[config.mk]
export PLATFORM = sky130hd
export DESIGN_NAME = cdpin_top
export DESIGN_NICKNAME = d
export VERILOG_FILES = /design/src/cdpin_top.v /design/src/cdpin_cmd_rx.v
export VERILOG_INCLUDE_DIRS = /design/src
export SDC_FILE = /design/constraint.sdc
export NUM_CORES = 1
export LEC_CHECK = 0
export BUFFER_PORTS_ARGS = -buffer_cell sky130_fd_sc_hd__buf_2
export CORE_ASPECT_RATIO = 2
export CORE_MARGIN = 2
export CORE_UTILIZATION = 45
export CTS_BUF_LIST = sky130_fd_sc_hd__clkbuf_4 sky130_fd_sc_hd__clkbuf_8
export DETAILED_ROUTE_END_ITERATION = 10
export HOLD_SLACK_MARGIN = 0.06
export PLACE_DENSITY = 0.62
export RECOVER_POWER = 25
export SLEW_MARGIN = 10
export SYNTH_ARGS = -nofsm -noshare
export SYNTH_HDL_FRONTEND = slang
export SYNTH_SLANG_ARGS = --single-unit
export TNS_END_PERCENT = 100
[constraint.sdc]
create_clock -name i_core_clk -period 2.5 [get_ports i_core_clk]
set_input_delay 0.5 -clock i_core_clk [delete_from_list [all_inputs] [get_ports i_core_clk]]
set_output_delay 0.5 -clock i_core_clk [all_outputs]
set_load 0.005 [all_outputs]
[src/cdpin_regs.vh]
// Purpose: constants for the cd dsp pin control and status block
// Assumes: 25 MHz core clock, plain register port with byte addresses
// Notes: command word is 24 bits, address nibble on top
// How it works
// every flip-flop is held in reset while the chip reset input is low.
// the mute output follows the synchronised mute input, high meaning mute on.
// command bits shift in on the shift clock and the word is taken on the latch strobe's fall.
// sense data leave on the sense output, one bit per rising edge of the host readout clock.
// frame-sync-good is sampled at 460 Hz and a high sample drives the lock output high.
// the lock output falls only after eight consecutive low samples.
// when the external hold select setting is 1 the lock pin becomes an input.
// monitor pin a shows its normal signal, monitor signal 0 or the frame reference clock.
// monitor pin b shows its normal signal or monitor signal 1.
// the frame-sync-good pin shows that signal, monitor signal 2 or the memory overflow flag.
// the correction pointer pin shows the pointer, monitor signal 3 or the sync top flag.
// the subcode sync flag goes high when either subcode sync pattern is detected.
// the quarter clock runs at 4.2336 MHz, or is the wideband vco clock over four in wide modes.
// the word clock runs at twice the sample rate, or carries gated subcode sync when selected.
// the two-thirds output divides the crystal clock in a two-of-three pattern.
// any high sample of frame-sync-good clears the consecutive-low counter.
// pin selections hold their commanded value until a new command and reset to default.
`ifndef CDPIN_REGS_VH
`define CDPIN_REGS_VH

`define CDPIN_CLK_HZ 25000000
`define CDPIN_LOCK_SAMPLE_HZ 460
`define CDPIN_LOCK_LOW_SAMPLES 4'h8
`define CDPIN_QUARTER_HZ 4233600
`define CDPIN_SAMPLE_RATE_HZ 44100
`define CDPIN_NCO_W 32

`define CDPIN_CMD_W 24
`define CDPIN_CMD_ADDR_MSB 23
`define CDPIN_CMD_ADDR_LSB 20
`define CDPIN_CMD_SEL_ADDR 4'ha
`define CDPIN_CMD_MODE_ADDR 4'hb

// selection command field positions
`define CDPIN_SEL_A_LSB 0
`define CDPIN_SEL_B_BIT 2
`define CDPIN_SEL_SYNC_LSB 3
`define CDPIN_SEL_POINTER_LSB 5
`define CDPIN_SEL_WORD_CLK_BIT 7
// mode command field positions
`define CDPIN_MODE_WIDE_BIT 0
`define CDPIN_MODE_HOLD_BIT 1

`define CDPIN_SEL_NORMAL 2'h0
`define CDPIN_SEL_MON 2'h1
`define CDPIN_SEL_ALT 2'h2

`define CDPIN_ADDR_W 8
`define CDPIN_ADDR_STATUS 8'h00
`define CDPIN_ADDR_INT_STATUS 8'h04
`define CDPIN_ADDR_INT_CLEAR 8'h08
`define CDPIN_ADDR_INT_ENABLE 8'h0c
`define CDPIN_ADDR_LAST_CMD 8'h10

`define CDPIN_INT_W 4
`define CDPIN_INT_LOCK_GAIN 0
`define CDPIN_INT_LOCK_LOSS 1
`define CDPIN_INT_SUBCODE 2
`define CDPIN_INT_COMMAND 3

`define CDPIN_SENSE_W 8

`endif

[src/cdpin_top.v]
// Purpose: pin level control and status of a cd playback signal processor
// Assumes: core clock is the crystal clock; async pins pass three flip-flops
// Notes: all outputs registered; lock pin is a three-signal two-way pin
`timescale 1ns/1ps
`include "cdpin_regs.vh"

module cdpin_top #(
	parameter LOCK_SAMPLE_CYCLES = `CDPIN_CLK_HZ / `CDPIN_LOCK_SAMPLE_HZ,
	parameter CMD_W = `CDPIN_CMD_W
) (
	// clock and reset
	input wire i_core_clk,
	input wire i_rstn,
	// asynchronous pins
	input wire i_mute,
	input wire i_command_data,
	input wire i_command_shift_clock,
	input wire i_command_latch_strobe,
	input wire i_sense_readout_clock,
	input wire i_wideband_vco_clock,
	// lock pin
	input wire i_lock_in,
	output reg o_lock_out_ff,
	output reg o_lock_oe_ff,
	// internal dsp signals on the core clock
	input wire i_frame_sync_good,
	input wire i_unlock_normal,
	input wire i_pick_normal,
	input wire i_correction_pointer,
	input wire [3:0] i_monitor_signal,
	input wire i_frame_reference_clock,
	input wire i_memory_overflow_flag,
	input wire i_sync_top_flag,
	input wire i_subcode_sync_pattern_a,
	input wire i_subcode_sync_pattern_b,
	input wire i_gated_subcode_sync,
	// status and clock pins
	output reg o_mute_ff,
	output reg o_sense_status_out_ff,
	output reg o_monitor_pin_a_ff,
	output reg o_monitor_pin_b_ff,
	output reg o_frame_sync_good_ff,
	output reg o_correction_pointer_out_ff,
	output reg o_subcode_sync_flag_ff,
	output reg o_quarter_clock_out_ff,
	output reg o_word_clock_out_ff,
	output reg o_two_thirds_clock_out_ff,
	// register port
	input wire [`CDPIN_ADDR_W-1:0] i_addr,
	input wire [31:0] i_wdata,
	input wire i_wr,
	input wire i_rd,
	output reg [31:0] o_rdata_ff,
	output reg o_irq_ff
);

	localparam SYNC_W = 7;
	localparam S_MUTE = 0;
	localparam S_DATA = 1;
	localparam S_SCLK = 2;
	localparam S_LATCH = 3;
	localparam S_SENSE = 4;
	localparam S_VCO = 5;
	localparam S_LOCK = 6;
	localparam [63:0] QUARTER_INC_FULL =
		(64'd2 * `CDPIN_QUARTER_HZ * 64'h100000000) / `CDPIN_CLK_HZ;
	localparam [63:0] WORD_INC_FULL =
		(64'd4 * `CDPIN_SAMPLE_RATE_HZ * 64'h100000000) / `CDPIN_CLK_HZ;
	localparam [`CDPIN_NCO_W-1:0] QUARTER_INC = QUARTER_INC_FULL[`CDPIN_NCO_W-1:0];
	localparam [`CDPIN_NCO_W-1:0] WORD_INC = WORD_INC_FULL[`CDPIN_NCO_W-1:0];
	localparam [31:0] LOCK_LAST = LOCK_SAMPLE_CYCLES - 1;

	// three-stage synchronisers with agree filter
	reg [SYNC_W-1:0] sync1_ff;
	reg [SYNC_W-1:0] sync2_ff;
	reg [SYNC_W-1:0] sync3_ff;
	reg [SYNC_W-1:0] filt_ff;
	wire [SYNC_W-1:0] nxt_filt;

	// command state
	wire [CMD_W-1:0] cmd_word;
	wire cmd_valid;
	reg [1:0] sel_a_ff;
	reg sel_b_ff;
	reg [1:0] sel_sync_pin_ff;
	reg [1:0] sel_pointer_ff;
	reg sel_word_clk_ff;
	reg wide_mode_ff;
	reg hold_sel_ff;

	// lock filter
	reg [31:0] lock_div_ff;
	reg [3:0] low_cnt_ff;
	reg lock_ind_ff;
	reg nxt_lock_ind;
	reg [3:0] nxt_low_cnt;
	reg lock_val_d_ff;
	wire lock_tick;
	wire lock_val;

	// clocks
	reg [`CDPIN_NCO_W-1:0] quarter_acc_ff;
	reg [`CDPIN_NCO_W-1:0] word_acc_ff;
	reg quarter_nco_ff;
	reg word_nco_ff;
	reg vco_d_ff;
	reg [1:0] vco_div_ff;
	reg [1:0] third_cnt_ff;
	wire [`CDPIN_NCO_W:0] quarter_sum;
	wire [`CDPIN_NCO_W:0] word_sum;

	// sense shifter
	reg [`CDPIN_SENSE_W-1:0] sense_sr_ff;
	reg sense_clk_d_ff;
	wire [`CDPIN_SENSE_W-1:0] sense_word;

	// interrupts and registers
	reg [`CDPIN_INT_W-1:0] int_status_ff;
	reg [`CDPIN_INT_W-1:0] int_enable_ff;
	reg [CMD_W-1:0] last_cmd_ff;
	reg subcode_d_ff;
	wire [`CDPIN_INT_W-1:0] int_event;
	wire [`CDPIN_INT_W-1:0] int_clear;
	wire [`CDPIN_INT_W-1:0] nxt_int_status;
	reg [31:0] nxt_rdata;

	function [0:0] pick3;
		input [1:0] sel;
		input normal;
		input mon;
		input alt;
		begin
			case (sel)
				`CDPIN_SEL_MON: pick3 = mon;
				`CDPIN_SEL_ALT: pick3 = alt;
				default: pick3 = normal;
			endcase
		end
	endfunction

	// a change counts once stages two and three agree
	assign nxt_filt = (sync2_ff & sync3_ff) | (filt_ff & (sync2_ff ^ sync3_ff));

	always @(posedge i_core_clk or negedge i_rstn) begin
		if (!i_rstn) begin
			sync1_ff <= {SYNC_W{1'b0}};
			sync2_ff <= {SYNC_W{1'b0}};
			sync3_ff <= {SYNC_W{1'b0}};
			filt_ff <= {SYNC_W{1'b0}};
		end else begin
			sync1_ff <= {i_lock_in, i_wideband_vco_clock, i_sense_readout_clock,
				i_command_latch_strobe, i_command_shift_clock, i_command_data, i_mute};
			sync2_ff <= sync1_ff;
			sync3_ff <= sync2_ff;
			filt_ff <= nxt_filt;
		end
	end

	cdpin_cmd_rx #(
		.CMD_W(CMD_W)
	) u_cmd_rx (
		.i_core_clk(i_core_clk),
		.i_rstn(i_rstn),
		.i_command_data(filt_ff[S_DATA]),
		.i_command_shift_clock(filt_ff[S_SCLK]),
		.i_command_latch_strobe(filt_ff[S_LATCH]),
		.o_word_ff(cmd_word),
		.o_word_valid_ff(cmd_valid)
	);

	// command-held pin selections
	always @(posedge i_core_clk or negedge i_rstn) begin
		if (!i_rstn) begin
			sel_a_ff <= `CDPIN_SEL_NORMAL;
			sel_b_ff <= 1'b0;
			sel_sync_pin_ff <= `CDPIN_SEL_NORMAL;
			sel_pointer_ff <= `CDPIN_SEL_NORMAL;
			sel_word_clk_ff <= 1'b0;
			wide_mode_ff <= 1'b0;
			hold_sel_ff <= 1'b0;
			last_cmd_ff <= {CMD_W{1'b0}};
		end else if (cmd_valid) begin
			last_cmd_ff <= cmd_word;
			if (cmd_word[`CDPIN_CMD_ADDR_MSB:`CDPIN_CMD_ADDR_LSB] == `CDPIN_CMD_SEL_ADDR) begin
				sel_a_ff <= cmd_word[`CDPIN_SEL_A_LSB+:2];
				sel_b_ff <= cmd_word[`CDPIN_SEL_B_BIT];
				sel_sync_pin_ff <= cmd_word[`CDPIN_SEL_SYNC_LSB+:2];
				sel_pointer_ff <= cmd_word[`CDPIN_SEL_POINTER_LSB+:2];
				sel_word_clk_ff <= cmd_word[`CDPIN_SEL_WORD_CLK_BIT];
			end
			if (cmd_word[`CDPIN_CMD_ADDR_MSB:`CDPIN_CMD_ADDR_LSB] == `CDPIN_CMD_MODE_ADDR) begin
				wide_mode_ff <= cmd_word[`CDPIN_MODE_WIDE_BIT];
				hold_sel_ff <= cmd_word[`CDPIN_MODE_HOLD_BIT];
			end
		end
	end

	// lock indicator
	assign lock_tick = (lock_div_ff == LOCK_LAST);

	always @* begin
		nxt_lock_ind = lock_ind_ff;
		nxt_low_cnt = low_cnt_ff;
		if (lock_tick) begin
			if (i_frame_sync_good) begin
				nxt_lock_ind = 1'b1;
				nxt_low_cnt = 4'h0;
			end else if (low_cnt_ff == `CDPIN_LOCK_LOW_SAMPLES - 4'h1) begin
				nxt_lock_ind = 1'b0;
				nxt_low_cnt = `CDPIN_LOCK_LOW_SAMPLES;
			end else if (low_cnt_ff != `CDPIN_LOCK_LOW_SAMPLES) begin
				nxt_low_cnt = low_cnt_ff + 4'h1;
			end
		end
	end

	always @(posedge i_core_clk or negedge i_rstn) begin
		if (!i_rstn) begin
			lock_div_ff <= 32'h0;
			low_cnt_ff <= 4'h0;
			lock_ind_ff <= 1'b0;
		end else begin
			lock_div_ff <= lock_tick ? 32'h0 : lock_div_ff + 32'h1;
			low_cnt_ff <= nxt_low_cnt;
			lock_ind_ff <= nxt_lock_ind;
		end
	end

	// held mode reads the pin instead of driving it
	assign lock_val = hold_sel_ff ? filt_ff[S_LOCK] : lock_ind_ff;

	// derived clocks; nco jitter of one core cycle is the price of a 25 MHz base
	assign quarter_sum = {1'b0, quarter_acc_ff} + {1'b0, QUARTER_INC};
	assign word_sum = {1'b0, word_acc_ff} + {1'b0, WORD_INC};

	always @(posedge i_core_clk or negedge i_rstn) begin
		if (!i_rstn) begin
			quarter_acc_ff <= {`CDPIN_NCO_W{1'b0}};
			word_acc_ff <= {`CDPIN_NCO_W{1'b0}};
			quarter_nco_ff <= 1'b0;
			word_nco_ff <= 1'b0;
			vco_d_ff <= 1'b0;
			vco_div_ff <= 2'h0;
			third_cnt_ff <= 2'h0;
		end else begin
			quarter_acc_ff <= quarter_sum[`CDPIN_NCO_W-1:0];
			word_acc_ff <= word_sum[`CDPIN_NCO_W-1:0];
			if (quarter_sum[`CDPIN_NCO_W]) begin
				quarter_nco_ff <= ~quarter_nco_ff;
			end
			if (word_sum[`CDPIN_NCO_W]) begin
				word_nco_ff <= ~word_nco_ff;
			end
			vco_d_ff <= filt_ff[S_VCO];
			if (filt_ff[S_VCO] & ~vco_d_ff) begin
				vco_div_ff <= vco_div_ff + 2'h1;
			end
			third_cnt_ff <= (third_cnt_ff == 2'h2) ? 2'h0 : third_cnt_ff + 2'h1;
		end
	end

	// sense readout
	assign sense_word = {lock_val, i_frame_sync_good, o_subcode_sync_flag_ff,
		hold_sel_ff, wide_mode_ff, o_mute_ff, sel_word_clk_ff, 1'b0};

	always @(posedge i_core_clk or negedge i_rstn) begin
		if (!i_rstn) begin
			sense_sr_ff <= {`CDPIN_SENSE_W{1'b0}};
			sense_clk_d_ff <= 1'b0;
		end else begin
			sense_clk_d_ff <= filt_ff[S_SENSE];
			if (cmd_valid) begin
				sense_sr_ff <= sense_word;
			end else if (filt_ff[S_SENSE] & ~sense_clk_d_ff) begin
				sense_sr_ff <= {sense_sr_ff[`CDPIN_SENSE_W-2:0], 1'b0};
			end
		end
	end

	// interrupts: set wins over clear
	assign int_event[`CDPIN_INT_LOCK_GAIN] = lock_val & ~lock_val_d_ff;
	assign int_event[`CDPIN_INT_LOCK_LOSS] = ~lock_val & lock_val_d_ff;
	assign int_event[`CDPIN_INT_SUBCODE] = o_subcode_sync_flag_ff & ~subcode_d_ff;
	assign int_event[`CDPIN_INT_COMMAND] = cmd_valid;
	assign int_clear = (i_wr && i_addr == `CDPIN_ADDR_INT_CLEAR) ?
		i_wdata[`CDPIN_INT_W-1:0] : {`CDPIN_INT_W{1'b0}};
	assign nxt_int_status = (int_status_ff & ~int_clear) | int_event;

	always @* begin
		nxt_rdata = 32'h0;
		case (i_addr)
			`CDPIN_ADDR_STATUS: nxt_rdata = {24'h0, sense_word};
			`CDPIN_ADDR_INT_STATUS: nxt_rdata = {28'h0, int_status_ff};
			`CDPIN_ADDR_INT_ENABLE: nxt_rdata = {28'h0, int_enable_ff};
			`CDPIN_ADDR_LAST_CMD: nxt_rdata = {8'h0, last_cmd_ff};
			default: nxt_rdata = 32'h0;
		endcase
	end

	always @(posedge i_core_clk or negedge i_rstn) begin
		if (!i_rstn) begin
			int_status_ff <= {`CDPIN_INT_W{1'b0}};
			int_enable_ff <= {`CDPIN_INT_W{1'b0}};
			lock_val_d_ff <= 1'b0;
			subcode_d_ff <= 1'b0;
			o_rdata_ff <= 32'h0;
			o_irq_ff <= 1'b0;
		end else begin
			lock_val_d_ff <= lock_val;
			subcode_d_ff <= o_subcode_sync_flag_ff;
			int_status_ff <= nxt_int_status;
			if (i_wr && i_addr == `CDPIN_ADDR_INT_ENABLE) begin
				int_enable_ff <= i_wdata[`CDPIN_INT_W-1:0];
			end
			o_rdata_ff <= i_rd ? nxt_rdata : 32'h0;
			o_irq_ff <= |(nxt_int_status & int_enable_ff);
		end
	end

	// registered pin outputs
	always @(posedge i_core_clk or negedge i_rstn) begin
		if (!i_rstn) begin
			o_lock_out_ff <= 1'b0;
			o_lock_oe_ff <= 1'b0;
			o_mute_ff <= 1'b0;
			o_sense_status_out_ff <= 1'b0;
			o_monitor_pin_a_ff <= 1'b0;
			o_monitor_pin_b_ff <= 1'b0;
			o_frame_sync_good_ff <= 1'b0;
			o_correction_pointer_out_ff <= 1'b0;
			o_subcode_sync_flag_ff <= 1'b0;
			o_quarter_clock_out_ff <= 1'b0;
			o_word_clock_out_ff <= 1'b0;
			o_two_thirds_clock_out_ff <= 1'b0;
		end else begin
			o_lock_out_ff <= lock_ind_ff;
			o_lock_oe_ff <= ~hold_sel_ff;
			o_mute_ff <= filt_ff[S_MUTE];
			o_sense_status_out_ff <= sense_sr_ff[`CDPIN_SENSE_W-1];
			o_monitor_pin_a_ff <= pick3(sel_a_ff, i_unlock_normal,
				i_monitor_signal[0], i_frame_reference_clock);
			o_monitor_pin_b_ff <= sel_b_ff ? i_monitor_signal[1] : i_pick_normal;
			o_frame_sync_good_ff <= pick3(sel_sync_pin_ff, i_frame_sync_good,
				i_monitor_signal[2], i_memory_overflow_flag);
			o_correction_pointer_out_ff <= pick3(sel_pointer_ff, i_correction_pointer,
				i_monitor_signal[3], i_sync_top_flag);
			o_subcode_sync_flag_ff <= i_subcode_sync_pattern_a | i_subcode_sync_pattern_b;
			o_quarter_clock_out_ff <= wide_mode_ff ? vco_div_ff[1] : quarter_nco_ff;
			o_word_clock_out_ff <= sel_word_clk_ff ? i_gated_subcode_sync : word_nco_ff;
			o_two_thirds_clock_out_ff <= (third_cnt_ff != 2'h2);
		end
	end

endmodule

[src/cdpin_cmd_rx.v]
// Purpose: serial command receiver, shift then latch
// Assumes: inputs already synchronised and filtered to the core clock
// Notes: a word shorter than the command width keeps older upper bits
`timescale 1ns/1ps
`include "cdpin_regs.vh"

module cdpin_cmd_rx #(
	parameter CMD_W = `CDPIN_CMD_W
) (
	// clock and reset
	input wire i_core_clk,
	input wire i_rstn,
	// filtered serial lines
	input wire i_command_data,
	input wire i_command_shift_clock,
	input wire i_command_latch_strobe,
	// assembled word
	output reg [CMD_W-1:0] o_word_ff,
	output reg o_word_valid_ff
);

	reg shift_clk_d_ff;
	reg latch_d_ff;
	reg [CMD_W-1:0] shift_ff;
	wire shift_rise;
	wire latch_fall;

	assign shift_rise = i_command_shift_clock & ~shift_clk_d_ff;
	assign latch_fall = ~i_command_latch_strobe & latch_d_ff;

	always @(posedge i_core_clk or negedge i_rstn) begin
		if (!i_rstn) begin
			shift_clk_d_ff <= 1'b1;
			// matches the filtered idle level, so no false latch after reset
			latch_d_ff <= 1'b0;
			shift_ff <= {CMD_W{1'b0}};
			o_word_ff <= {CMD_W{1'b0}};
			o_word_valid_ff <= 1'b0;
		end else begin
			shift_clk_d_ff <= i_command_shift_clock;
			latch_d_ff <= i_command_latch_strobe;
			if (shift_rise) begin
				shift_ff <= {shift_ff[CMD_W-2:0], i_command_data};
			end
			o_word_valid_ff <= latch_fall;
			if (latch_fall) begin
				o_word_ff <= shift_ff;
			end
		end
	end

endmodule

==> Implementation_results.wiki <==
{| class="wikitable"
! Metric !! Value
|-
| Diodes inserted || 0
|-
| Unrepaired setup endpoints after global routing || no
|-
| Worst ir drop on vdd || ~550 µV
|-
| Yosys warnings || 0
|-
| Top FF cell, synth || dfrtp_1
|-
| Slew at the pin closest to its max-slew limit || around 1500 ps
|-
| Highest-count cells in the layout ignoring fill and taps || 275 x dfrtp_1, 82 x mux2_2, 72 x buf_2
|-
| Register bit count reported by yosys || roughly 280
|-
| EDFF count, synth || 0
|-
| Crit share post-route || 88.2%
|-
| Number of instances in the synthesized netlist || roughly 870
|-
| Max-slew violations || 26
|-
| Number of global-route vias before repair || between 7000 and 8000
|-
| Highest clock frequency the design can meet || between 400 and 500 MHz
|-
| Met3 layer wire length in the routed design || 794 µm
|-
| Minimum period implied by the final worst setup slack || approximately 2200 ps
|-
| Post-synthesis cell type with the largest combined area || dfrtp_1
|-
| Initial antenna violation count || 0
|-
| Fin Hold WS || about 150 ps
|-
| Power per unit of standard cell area || 781 nW/µm²
|-
| H-tree levels || 2
|-
| Synthesized area per cell || 12.8 µm²
|-
| Final net count || 1076
|-
| Die X || roughly 120 µm
|-
| CTS tree || yes
|-
| Number of nets with antenna violations after routing || 0
|-
| Kind of path behind the tightest hold check || primary input to register
|-
| CTS Buf Count || 41
|-
| Synth top area share || roughly three fifths
|-
| Most common cell after layout, fill and taps aside || dfrtp_1
|-
| Overflow left after global routing || 0
|-
| Number of top-level pins || 110
|-
| Endpoint required time on the critical path || 2930 ps
|-
| Aggregate routed wire length || ~20000 µm
|-
| Failing checks || capacitance limit, slew limit
|-
| Total die area || ~26000 µm²
|-
| Synth-to-layout area growth || 17.2%
|-
| Worst EP arrival || approximately 2600 ps
|-
| Cell variety after synth || 60
|-
| Clock-pin slew on the worst setup and hold paths || around 60 ps
|-
| Wirelength per Cell || around 15 µm
|-
| Total vias in the final route || 6836
|-
| Count of buffers from port buffering || 73
|-
| Final critical-path setup slack || 295 ps
|-
| Clock network latency to the later pin of the worst-skew pair || 560 ps
|-
| Worst path max stage delay || 770 ps
|-
| Drt initial violations || 245
|-
| Site row count || roughly 80
|-
| Synth Cell Area || roughly 11000 µm²
|-
| Maximum buffer depth of the clock tree || 3
|-
| Slew Limit Headroom || -2.21%
|-
| CP bufs+invs || 1
|-
| Cell area after placement || roughly 12000 µm²
|-
| Post-route DRC || 0
|-
| Final HPWL from detailed placement || between 10000 and 15000 µm
|-
| Run status || finished, violations left
|-
| Crit-path slowest cell || clkbuf_1
|-
| Filler Cell Count || 2126
|-
| Top cells by area, synth || dfrtp_1 62%, mux2_2 8.3%, xnor2_1 3.8%
|-
| Final cell area excluding filler cells || approximately 13000 µm²
|-
| Sinks on the clock net || ~280
|-
| Root Buffer || clkbuf_8
|-
| Routed via count divided by cell count || around 5.2
|-
| Core Region || between 20000 and 25000 µm²
|-
| Initial standard-cell utilization of the core || approximately 46%
|-
| Total negative slack for setup checks || 0 ps
|-
| Critical setup path kind || register to register
|-
| Pre-CTS setup slack || 168 ps
|-
| Max Cap Violations || 1
|-
| Global-route wire length before repair || between 30000 and 40000 µm
|-
| Fraction of layout cells with a size suffix above 1 || between 20% and 30%
|-
| Hold Violations, Final || 0
|-
| Setup Viol. Count Final || 0
|-
| First-pass DRT Iterations || 4
|-
| Critical path startpoint category || register
|-
| Worst clock skew on the final layout || ~28 ps
|-
| Top sig layer || met4
|-
| Capturing element type of the critical path || register
|-
| Sum of met2 wire segment lengths after detailed routing || around 11000 µm
|-
| P_leak || ~6.4 nW
|-
| Met1 WL || between 7000 and 8000 µm
|-
| Setup repair bufs after CTS || 0
|-
| Share of synthesized flip-flops with an asynchronous set or reset || 100%
|-
| Overall die height || between 200 and 250 µm
|-
| Critical path cell sequence || clkbuf_1 > nand2_1 > nor2_1 > mux2_2
|-
| Top cell family by delay on the critical path || buffers and inverters
|-
| FF-to-FF setup slack || just under 300 ps
|-
| Placer Congestion || about 0.81
|-
| All-Layer GR Usage || between 15 and 20%
|-
| Pin count of the biggest net entering global routing || 86
|-
| Largest driver fanout on the critical path || 17
|-
| Sequential-to-total area share from yosys stat || between 60 and 70%
|}
==> per-stage QoR <==
stage	total power [mW]	instances	utilization (%)
2_1_floorplan	5.64	872	-
3_3_place_gp	5.94	1231	49.2
3_5_place_dp	5.98	1231	49.2
4_1_cts	10.3	1313	53.6
5_1_grt	10.6	1313	53.5
6_report	10.2	1313	53.5
==> synth_stat cells (11+ instances only) <==
cell	instances
mux2i_1	12
mux2_2	82
xor2_1	39
nand2_1	57
nand4_1	11
o21ai_0	33
inv_1	26
a21o_1	11
nor2_1	45
and3_1	34
dfrtp_1	275
nand3_1	22
ha_1	19
a21oi_1	19
clkbuf_1	16
xnor2_1	48
==> worst register-to-register path, delay by kind of cell, from the launching register on <==
kind / cells / cell delay (ps)
multiplexers: 1 / 380
AND/OR/NAND/NOR: 2 / 560
buffers and inverters: 1 / 770
flip-flops: 1 / 370
==> metal layers <==
metal | global-route usage, % | up-vias
met5 | 0 | -
met4 | 7.07 | 0
met3 | 3.27 | 52
met2 | 31.0 | 127
met1 | 17.1 | 3423
li1 | - | 3234
==> power by group <==
part / total [mW] / switching [mW] / internal, mW
logic: 0.710 / 0.295 / 0.415
clock network: 4.29 / 1.71 / 2.58
registers: 5.17 / 0.277 / 4.89
total: 10.2 / 2.28 / 7.88
==> path summary, 6_finish.rpt <==
kind	from	endpoint	cells past startpoint
worst max-delay path	u_cmd_rx.o_word_valid_ff$_DFF_PN0_	wide_mode_ff$_DFFE_PN0P_	4
worst min-delay path	i_subcode_sync_pattern_a	o_subcode_sync_flag_ff$_DFF_PN0_	2
worst max register to register	u_cmd_rx.o_word_valid_ff$_DFF_PN0_	wide_mode_ff$_DFFE_PN0P_	4
worst min register to register	sync1_ff[2]$_DFF_PN0_	sync2_ff[2]$_DFF_PN0_	0
max in group asynchronous	i_rstn	o_rdata_ff[6]$_DFF_PN0_	3
min in group asynchronous	i_rstn	o_two_thirds_clock_out_ff$_DFF_PN0_	2
==> registers in the layout, indices dropped and copies added (netlist names), 2 cells and up <==
name,count
lock_div_ff,32
quarter_acc_ff,32
word_acc_ff,32
last_cmd_ff,24
o_rdata_ff,24
u_cmd_rx.o_word_ff,24
u_cmd_rx.shift_ff,24
filt_ff,7
sense_sr_ff,7
sync1_ff,7
sync2_ff,7
sync3_ff,7
int_enable_ff,4
int_status_ff,4
low_cnt_ff,4
sel_a_ff,2
sel_pointer_ff,2
sel_sync_pin_ff,2
third_cnt_ff,2
vco_div_ff,2
==> final cells by class <==
cell class,count,area [µm²],share of cell area (%)
clock buffer,62,803,6.17
clock inverter,12,188,1.44
sequential,276,6910,53.1
timing repair buffer,106,671,5.15
tap,290,363,2.79
inverter,26,97.6,0.750
multi-input combinational,541,3980,30.6
==> logic make-up after synthesis <==
family                   synth area share [%]
AO/OA/AOI/OAI                            6.36
other                                  0.0338
multiplexers                             9.40
adder cells (fa/ha/maj)                  2.14
flip-flops                               62.2
AND/OR/NAND/NOR                          10.8
buffers and inverters                    2.16
XOR/XNOR                                 6.87
==> what timing repair did <==
action	CTS	global route
endpoints found under the hold margin	84	0
hold buffers	8	0
gates resized for setup	0	0
No activity file was read; power rests on OpenSTA's default activity.
